### src/pkg/bad_pkg.sv
// Package of constants and types for the board address decoder
//   Function
// - Select on-board RAM for addresses 0000 to 0FFF.
// - Select the three parallel port adapters at 5800 to 580B, four bytes each.
// - Select program ROM for addresses C000 to CFFF.
// - Partial decode makes aliases; external modules must avoid alias regions.
// - Adapter interrupt requests combine onto the processor maskable interrupt.
// - Generate a 1 MHz two-phase processor clock that can be stretched.
// - Hold the processor in reset for a timed interval after power-up.
// - Provide refresh support for external dynamic memory modules.
package bad_pkg;

  // ************************************************************
  // Address map
  // ************************************************************
  localparam logic [15:0] BAD_RAM_MASK  = 16'hF000;
  localparam logic [15:0] BAD_RAM_BASE  = 16'h0000;
  localparam logic [15:0] BAD_PPA_MASK  = 16'hF800;
  localparam logic [15:0] BAD_PPA_BASE  = 16'h5800;
  localparam logic [15:0] BAD_ROM_MASK  = 16'hF000;
  localparam logic [15:0] BAD_ROM_BASE  = 16'hC000;
  localparam int          BAD_PPA_SEL_LSB = 2;
  localparam int          BAD_NUM_PPA     = 3;

  // ************************************************************
  // Timing
  // ************************************************************
  localparam int BAD_SYS_CLK_HZ     = 25_000_000;
  localparam int BAD_CPU_CLK_HZ     = 1_000_000;
  localparam int BAD_HALF_CYC       = BAD_SYS_CLK_HZ / (2 * BAD_CPU_CLK_HZ);
  localparam int BAD_POR_TIME_MS    = 10;
  localparam int BAD_POR_CYC        = BAD_POR_TIME_MS * (BAD_SYS_CLK_HZ / 1000);
  localparam int BAD_REFRESH_US     = 16;
  localparam int BAD_REFRESH_CYC    = BAD_REFRESH_US * (BAD_SYS_CLK_HZ / 1_000_000);
  localparam int BAD_CNT_W          = 20;

  // ************************************************************
  // Carriers
  // ************************************************************
  typedef struct packed {
    logic       ram;
    logic [2:0] ppa;
    logic       rom;
  } bad_sel_s;

  typedef struct packed {
    logic           phi1;
    logic           phi2;
    logic [4:0]     half_cnt;
    logic [BAD_CNT_W-1:0] por_cnt;
    logic           cpu_rst_n;
    logic [BAD_CNT_W-1:0] ref_cnt;
    logic           ref_req;
    logic           irq_n;
    bad_sel_s       sel;
  } bad_state_s;

endpackage

### src/core/bad_decoder.sv
// Board address decoder, clock, reset timer, refresh and interrupt logic
`timescale 1ns/1ns
`default_nettype none
module bad_decoder
  import bad_pkg::*;
#(
  parameter int POR_CYC     = BAD_POR_CYC,
  parameter int REFRESH_CYC = BAD_REFRESH_CYC
) (
  // Clock and reset
  input  wire logic                   i_sys_clk,
  input  wire logic                   i_rst,
  // Processor address bus
  input  wire logic [15:0]            i_addr,
  input  wire logic                   i_vma,
  // Clock stretch request from slow or dynamic memory
  input  wire logic                   i_stretch,
  // Refresh grant from external dynamic memory
  input  wire logic                   i_ref_ack,
  // Adapter interrupt requests, active low
  input  wire logic [BAD_NUM_PPA-1:0] i_ppa_irq_n,
  // Chip selects
  output logic                        o_ram_sel,
  output logic [BAD_NUM_PPA-1:0]      o_ppa_sel,
  output logic                        o_rom_sel,
  // Processor clock, reset and interrupt
  output logic                        o_phi1,
  output logic                        o_phi2,
  output logic                        o_cpu_rst_n,
  output logic                        o_cpu_irq_n,
  // Refresh request
  output logic                        o_ref_req
);

  // ************************************************************
  // Local constants
  // ************************************************************
  // Last count of a half period of the processor clock
  localparam logic [4:0] HALF_LAST  = 5'(BAD_HALF_CYC - 1);
  localparam int         PPA_CODE_W = 2;

  // ************************************************************
  // State
  // ************************************************************
  bad_state_s state_ff;
  bad_state_s nxt_state;

  // Reset image: selects off, phase 1 high, processor held in reset
  localparam bad_state_s RST_STATE = '{
    phi1:      1'b1,
    phi2:      1'b0,
    half_cnt:  5'h00,
    por_cnt:   '0,
    cpu_rst_n: 1'b0,
    ref_cnt:   '0,
    ref_req:   1'b0,
    irq_n:     1'b1,
    sel:       '0
  };

  // ************************************************************
  // Decode helpers
  // ************************************************************
  // Address falls inside a masked region
  function automatic logic in_region(
    input logic [15:0] a,
    input logic [15:0] mask,
    input logic [15:0] base
  );
    logic hit;
    hit = ((a & mask) == base);
    return hit;
  endfunction

  // Adapter number to one-hot select; code 3 selects nothing
  function automatic logic [BAD_NUM_PPA-1:0] ppa_onehot(input logic [PPA_CODE_W-1:0] code);
    logic [BAD_NUM_PPA-1:0] hot;
    hot = '0;
    unique case (code)
      2'h0: begin
        hot = 3'h1;
      end
      2'h1: begin
        hot = 3'h2;
      end
      2'h2: begin
        hot = 3'h4;
      end
      default: begin
        hot = '0;
      end
    endcase
    return hot;
  endfunction

  // ************************************************************
  // Counter helpers
  // ************************************************************
  // Counter stands at the last count of a span of lim cycles
  function automatic logic cnt_done(
    input logic [BAD_CNT_W-1:0] cnt,
    input int                   lim
  );
    logic done;
    done = (cnt == BAD_CNT_W'(lim - 1));
    return done;
  endfunction

  // Counter plus one, kept at counter width
  function automatic logic [BAD_CNT_W-1:0] cnt_inc(input logic [BAD_CNT_W-1:0] cnt);
    logic [BAD_CNT_W-1:0] nxt;
    nxt = cnt + BAD_CNT_W'(1);
    return nxt;
  endfunction

  // Phase counter at the end of a half period
  function automatic logic half_done(input logic [4:0] cnt);
    logic done;
    done = (cnt == HALF_LAST);
    return done;
  endfunction

  // ************************************************************
  // Partial decode
  // ************************************************************
  // Adapter address bits 10:4 are ignored, so only the adapters show up in images across 5800 to 5FFF
  function automatic bad_sel_s decode(input logic [15:0] a, input logic v);
    bad_sel_s s;
    s = '0;
    if (v) begin
      if (in_region(a, BAD_RAM_MASK, BAD_RAM_BASE)) begin
        s.ram = 1'b1;
      end else if (in_region(a, BAD_PPA_MASK, BAD_PPA_BASE)) begin
        // Bits 3:2 pick the adapter
        s.ppa = ppa_onehot(a[BAD_PPA_SEL_LSB +: PPA_CODE_W]);
      end else if (in_region(a, BAD_ROM_MASK, BAD_ROM_BASE)) begin
        s.rom = 1'b1;
      end
    end
    return s;
  endfunction

  // ************************************************************
  // Next state
  // ************************************************************
  always_comb begin
    nxt_state     = state_ff;
    nxt_state.sel = decode(i_addr, i_vma);

    // ************************************************************
    // Two-phase clock; phase 2 high is held while stretched
    // ************************************************************
    if (state_ff.phi2 && i_stretch) begin
      nxt_state.half_cnt = state_ff.half_cnt;
    end else if (half_done(state_ff.half_cnt)) begin
      nxt_state.half_cnt = 5'h00;
      nxt_state.phi1     = state_ff.phi2;
      nxt_state.phi2     = state_ff.phi1;
    end else begin
      nxt_state.half_cnt = state_ff.half_cnt + 5'h01;
    end

    // ************************************************************
    // Power-on reset timer, stops at its last count
    // ************************************************************
    if (!cnt_done(state_ff.por_cnt, POR_CYC)) begin
      nxt_state.por_cnt   = cnt_inc(state_ff.por_cnt);
      nxt_state.cpu_rst_n = 1'b0;
    end else begin
      nxt_state.cpu_rst_n = 1'b1;
    end

    // ************************************************************
    // Refresh request, held until granted; a new request wins
    // ************************************************************
    if (cnt_done(state_ff.ref_cnt, REFRESH_CYC)) begin
      nxt_state.ref_cnt = '0;
      nxt_state.ref_req = 1'b1;
    end else begin
      nxt_state.ref_cnt = cnt_inc(state_ff.ref_cnt);
      if (i_ref_ack) begin
        nxt_state.ref_req = 1'b0;
      end
    end

    // ************************************************************
    // Interrupt: adapter lines wired together, active low
    // ************************************************************
    nxt_state.irq_n = &i_ppa_irq_n;
  end

  // ************************************************************
  // State register
  // ************************************************************
  // Synchronous reset restores the reset image
  always_ff @(posedge i_sys_clk) begin
    if (i_rst) begin
      state_ff <= RST_STATE;
    end else begin
      state_ff <= nxt_state;
    end
  end

  // ************************************************************
  // Outputs
  // ************************************************************
  // Chip selects
  assign o_ram_sel   = state_ff.sel.ram;
  assign o_ppa_sel   = state_ff.sel.ppa;
  assign o_rom_sel   = state_ff.sel.rom;

  // Processor clock, reset and interrupt
  assign o_phi1      = state_ff.phi1;
  assign o_phi2      = state_ff.phi2;
  assign o_cpu_rst_n = state_ff.cpu_rst_n;
  assign o_cpu_irq_n = state_ff.irq_n;

  // Refresh
  assign o_ref_req   = state_ff.ref_req;

endmodule
`default_nettype wire

### config.mk
export PLATFORM = sky130hd
export DESIGN_NAME = bad_decoder
export DESIGN_NICKNAME = d
export VERILOG_FILES = /design/src/pkg/bad_pkg.sv /design/src/core/bad_decoder.sv
export SDC_FILE = /design/constraint.sdc
export NUM_CORES = 1
export LEC_CHECK = 0
export BUFFER_PORTS_ARGS = -buffer_cell sky130_fd_sc_hd__buf_4
export CAP_MARGIN = 20
export CELL_PAD_IN_SITES_DETAIL_PLACEMENT = 2
export CELL_PAD_IN_SITES_GLOBAL_PLACEMENT = 2
export CORE_MARGIN = 2
export CORE_UTILIZATION = 31
export DETAILED_ROUTE_END_ITERATION = 8
export PLACE_DENSITY_LB_ADDON = 0.1
export SLEW_MARGIN = 40
export SYNTH_ARGS = -nofsm -noshare
export SYNTH_HDL_FRONTEND = slang
export SYNTH_SLANG_ARGS = --single-unit
### constraint.sdc
create_clock -name i_sys_clk -period 1.8 [get_ports i_sys_clk]
set_input_delay 0.18 -clock i_sys_clk [delete_from_list [all_inputs] [get_ports i_sys_clk]]
set_output_delay 0.18 -clock i_sys_clk [all_outputs]
set_load 0.01 [all_outputs]
==> reports/qor.yml, run 1 <==
yosysMostFrequentCell: "dfxtp_1"
final_cell_area_um2: 3040
worst_pin_slew_ns: 0.365
p_int_mw: 1.57
tritoncts: "yes"
syn_avg_cell_area_um2: 8.96
synth_seq_cells: 55
synth_top_area_frac: 0.457
core-area_um2: 7650
viasPerCell: 5.14
fmax_mhz: 552
setup_viol: 1
endpoint_kind: "flop"
hold_viol_final: 0
cts_sinks: 55
arrival_ns: 2.00
cpMaxStageDelayCell: "or4_4"
clock_latency_ns: 0.32
violations: "setup timing"
grt_first_pass_wirelength_um: 10900
start_util: 0.315
seq_area_frac_synth: 0.457
clkPwrFrac: 0.338
worst_slack_ns: -0.0108
rsz0062_at_grt: "yes"
postCtsHoldBufs: 0
cap_viol_max_count: 0
clockRootBuffer: "clkbuf_8"
numPortBuffers: 24
synthesis.nets: 296
totalWireLength_um: 6320
ys_types: 38
clock_path_buffers: 2
wl_per_cell_um: 14.9
die_w_um: 92.2
period_share: 1.01
finClkSkew_ns: 0.00875
p_switching_mw: 0.496
relSlewSlack: 0.756
cts_buffers: 5
antenna_found_initial: 0
final_nets: 348
drive_above_1_share: 0.261
diodes: 0
path_cells: "or4b_4, or4_4, o21ai_2, a21oi_1"
drt_first_pass_iters: 4
multi_input_area_um2: 1270
ir_drop_mv: 0.249
hold_class: "in2reg"
synth_area_leaders: "dfxtp_1 46%, nor2_1 6.2%, xnor2_1 5.8%"
chipHeight_um: 92.2
critPathKind: "reg2reg"
synth-edff-count: 0
cts.clk_slew.worst_paths_ns: 0.10
dieArea_um2: 8500
slew_violations: 0
netlist_instances: 269
yosysTopAreaCell: "dfxtp_1"
drtIter0Drc: 43
pwr_density_cell_nw_per_um2: 680
start_kind: "flop"
grt_pass1_vias: 2315
vias: 2181
ys_warn_count: 0
overflow: 0
status: "finished, violations left"
whs_ns: 0.0337
cts_htree_levels: 2
rows: 32
drc: 0
syn2layout_area_growth_pct: 26.0
sw_frac_of_total: 0.240
grtUsageTotal: 0.160
place_congestion: 0.725
antenna_left: 0
seqPwrFrac: 0.606
seqCellArea_um2: 1100
synth_area_um2: 2410
yosys_most_used_dff: "dfxtp_1"
p_leak_nw: 1.10
num-fill-cells: 888
io_pins: 34
utilization: 0.397
worstPathRequired_ns: 1.99
postPlaceCellArea_um2: 2910
cpPeakStageDelay_ns: 0.59
grt_max_degree: 25
cp_max_fo: 3
fin_crit_ns: 1.81
synth_common_cells: "55 x dfxtp_1, 40 x nor2_1, 19 x nand4_1, 16 x xnor2_1, 15 x nand2_1"
pwr-share-comb: 0.056
place_hpwl_um: 4680
async_flop_share: 0
critical path: cells and delay by family (launching register included):
family | cells | cell delay (ns)
DFF | 1 | 0.32
and+or+nand+nor | 2 | 1.15
AOI/OAI and AO/OA | 2 | 0.22
final cells by class:
cell class | count | share of cell area
Clock buffer | 6 | 0.0239
Clock inverter | 2 | 0.00412
Inverter | 5 | 0.00618
Multi-Input combinational cell | 198 | 0.418
Sequential cell | 55 | 0.364
Tap cell | 102 | 0.0420
Timing Repair Buffer | 56 | 0.143
flip-flops by register name, summed over array words and instances, names as in the netlist:
name         count
o_phi1           1
o_ram_sel        1
o_rom_sel        1
o_cpu_irq_n      1
o_phi2           1
o_ref_req        1
o_cpu_rst_n      1
state_ff        45
o_ppa_sel        3
worst paths after layout:
path,start,to,slack (ns),cells past startpoint
worst max register to register,state_ff[34]$_SDFFE_PP0P_,state_ff[47]$_SDFFE_PP0P_,-0.01,4
worst max-delay path,state_ff[34]$_SDFFE_PP0P_,state_ff[47]$_SDFFE_PP0P_,-0.01,4
worst min register to register,state_ff[49]$_SDFFE_PP0N_,state_ff[49]$_SDFFE_PP0N_,0.51,2
worst min-delay path,i_addr[2],o_ppa_sel[2]$_SDFF_PP0_,0.03,2
layer usage:
| layer | global-route usage | vias up | share of wire |
|---|---|---|---|
| li1 | - | 1076 | - |
| met5 | 0 | - | 0 |
| met1 | 0.191 | 1075 | 0.46 |
| met4 | 0.0510 | 0 | 0.014 |
| met3 | 0.0345 | 7 | 0.026 |
| met2 | 0.285 | 23 | 0.50 |
through the flow:
step	total power [mW]	setup TNS (ns)	setup WS [ns]	instances
2_1_floorplan	1.33	0	0.0551	269
3_3_place_gp	1.39	0	0.0234	415
3_5_place_dp	1.40	0	0.00953	415
4_1_cts	2.09	0	0.00859	423
5_1_grt	2.16	-0.244	-0.145	424
6_report	2.07	-0.0108	-0.0108	424
repair_timing:
| item | 4_1_cts | 5_1_grt |
|---|---|---|
| resized for setup | 0 | 11 |
| setup buffers | 0 | 1 |
| endpoints found under the setup margin | 1 | 11 |
| pin swaps | 1 | 1 |
| endpoints found under the hold margin | 0 | 0 |
power by group through the flow:
stage          Combinational, mW  Clock [mW]  Sequential [mW]
2_1_floorplan             0.0497           0             1.28
3_3_place_gp               0.113           0             1.28
3_5_place_dp               0.117           0             1.28
4_1_cts                    0.117       0.723             1.25
5_1_grt                    0.132       0.772             1.25
6_report                   0.117       0.699             1.25
logic make-up (layout without fill, tap and decap cells):
logic type / after synthesis / count (layout) / share of synthesized area
muxes: 2 / 2 / 0.00830
buffers and inverters: 16 / 69 / 0.0311
adders and majority gates: 3 / 3 / 0.0156
AOI/OAI and AO/OA: 30 / 30 / 0.0825
xor gates and xnor gates: 27 / 27 / 0.0981
and+or+nand+nor: 136 / 136 / 0.308
DFF: 55 / 55 / 0.457
layout by cell type, fill, tap and decap left out, types with 2 or more instances in the layout:
master / instances
nor3_1: 10
a31oi_1: 2
inv_1: 5
nand2_1: 15
nor3b_1: 2
a21oi_1: 13
o21ai_0: 4
nand3_2: 2
nor2_1: 40
xnor2_1: 16
o31ai_1: 4
clkbuf_8: 5
nor4_2: 2
dfxtp_1: 52
or4b_4: 2
or4_1: 4
or4_4: 3
and4_4: 2
mux2i_1: 2
dfxtp_2: 3
nand3_1: 12
nand4_1: 19
o21ai_2: 2
or3_1: 4
ha_1: 3
xor2_1: 11
buf_4: 55
nor4_1: 10
and3_1: 4
No activity file was read; power rests on OpenSTA's default activity.
==> inputs of run 2 (changes only) <==
Settings changed: RECOVER_POWER from default to 100.
==> run 2 against run 1 <==
  * The run still ends with setup timing left
  * Count of clock-buffer cells in the layout unchanged
  * Design area shrank 2.3%
  * Combinational power is 4% lower
  * First-iteration DRC count decreased by 7.0%
  * Global-route usage stayed put
  * Clock power about the same
  * Clock skew about the same
  * Flip-flop and latch count stayed put
==> reports/qor.yml, run 2 (synthesized netlist as in run 1, its figures left out) <==
status: "finished, violations left"
violations: "setup timing"
drtIter0Drc: 40
dieArea_um2: 8500
ir_drop_mv: 0.251
multi_input_area_um2: 1250
viasPerCell: 5.15
seqPwrFrac: 0.608
drive_above_1_share: 0.214
io_pins: 34
setup-tns-final_ns: -0.0101
wl_per_cell_um: 14.9
hold_start: "i_addr[2]"
overflow: 0
critPathKind: "reg2reg"
grtUsageTotal: 0.160
final_cell_area_um2: 2970
rows: 32
seqCellArea_um2: 1100
clock_latency_ns: 0.32
cts_htree_levels: 2
start_kind: "flop"
endpoint_kind: "flop"
totalWireLength_um: 6320
core-area_um2: 7650
clock_path_buffers: 2
clkPwrFrac: 0.338
grt_first_pass_wirelength_um: 10900
arrival_ns: 2.00
die_w_um: 92.2
grt_pass1_vias: 2315
tritoncts: "yes"
largest_reg_flops: 45
setup_viol: 1
drc: 0
worstPathRequired_ns: 1.99
antenna_left: 0
postPlaceCellArea_um2: 2910
vias: 2182
cap_viol_max_count: 0
pwr_density_cell_nw_per_um2: 693
cp-startpoint: "state_ff[34]$_SDFFE_PP0P_"
p_switching_mw: 0.492
place_hpwl_um: 4680
place_congestion: 0.725
relSlewSlack: 0.693
rsz0062_at_grt: "yes"
p_leak_nw: 1.04
grt_max_degree: 25
pwr-share-comb: 0.054
diodes: 0
p_int_mw: 1.57
drt_first_pass_iters: 4
utilization: 0.388
num-fill-cells: 896
start_util: 0.315
final_cell_mix: "52 x dfxtp_1, 41 x buf_4, 40 x nor2_1"
sw_frac_of_total: 0.239
top_register: "state_ff"
worst_slack_ns: -0.0101
chipHeight_um: 92.2
layout_commonest_cell: "dfxtp_1"
r2r_start: "state_ff[34]$_SDFFE_PP0P_"
dp_slack_ns: 0.00953
cts_sinks: 55
syn2layout_area_growth_pct: 23.1
clockRootBuffer: "clkbuf_8"
cts_buffers: 5
worst_pin_slew_ns: 0.455
cts.clk_slew.worst_paths_ns: 0.10
fin_crit_ns: 1.81
fmax_mhz: 552
slew_violations: 0
final_nets: 348
postCtsHoldBufs: 0
cp_max_fo: 3
hold_viol_final: 0
finClkSkew_ns: 0.00856
antenna_found_initial: 0
hold_class: "in2reg"
period_share: 1.01
numPortBuffers: 24
run 2: cell types whose count changed in the layout (fill, tap and decap cells not counted), sizes merged:
cell    before  now
buf         56   42
clkbuf       6   20
run 2: timing repair:
item / CTS / global route
gates resized for setup: 0 / 11
buffers inserted: 0 / 1
endpoints found under the setup margin: 1 / 11
pin swaps: 1 / 1
cloned: 0 / 0
run 2: cell type report:
| cell class | count | area share |
|---|---|---|
| multi-input cells | 198 | 0.421 |
| flip-flops and latches | 55 | 0.372 |
| repair buffers | 56 | 0.129 |
| well taps | 102 | 0.0430 |
| clock buffers | 6 | 0.0244 |
| inverters | 5 | 0.00632 |
| clock inverters | 2 | 0.00421 |
run 2: metal layers:
metal  wire [um]  track usage  part of all wire  up-vias
li1            -            -                 -     1074
met1        2900        0.191              0.46     1077
met2        3150        0.285              0.50       23
met3         183       0.0345             0.029        8
met4          87       0.0510             0.014        0
met5           0            0                 0        -
run 2: critical path, cell delays in order, from the launching register on:
cell and delay [ns]:
dfxtp_1 0.32, or4b_4 0.56, or4_4 0.59, o21ai_2 0.15
a21oi_1 0.06
run 2: power groups by stage:
stage               combinational (mW)  sequential [mW]  clock, mW
floorplan                       0.0497             1.28          0
global placement                 0.113             1.28          0
detailed placement               0.117             1.28          0
CTS                              0.117             1.25      0.723
global route                     0.128             1.25      0.772
finish                           0.112             1.25      0.696
run 2: metrics by stage:
step,std cells,hold slack [ns],power (mW)
floorplan,269,0.256,1.33
global placement,415,0.362,1.39
detailed placement,415,0.366,1.40
CTS,423,0.0279,2.09
global route,424,0.0153,2.15
finish,424,0.0348,2.06
run 2: path summary, 6_finish.rpt:
kind / endpoint / slack (ns) / cells past startpoint
worst max register to register: state_ff[47]$_SDFFE_PP0P_ / -0.01 / 4
worst min-delay path: o_ppa_sel[2]$_SDFF_PP0_ / 0.03 / 2
worst max-delay path: state_ff[47]$_SDFFE_PP0P_ / -0.01 / 4
worst min register to register: state_ff[49]$_SDFFE_PP0N_ / 0.51 / 2
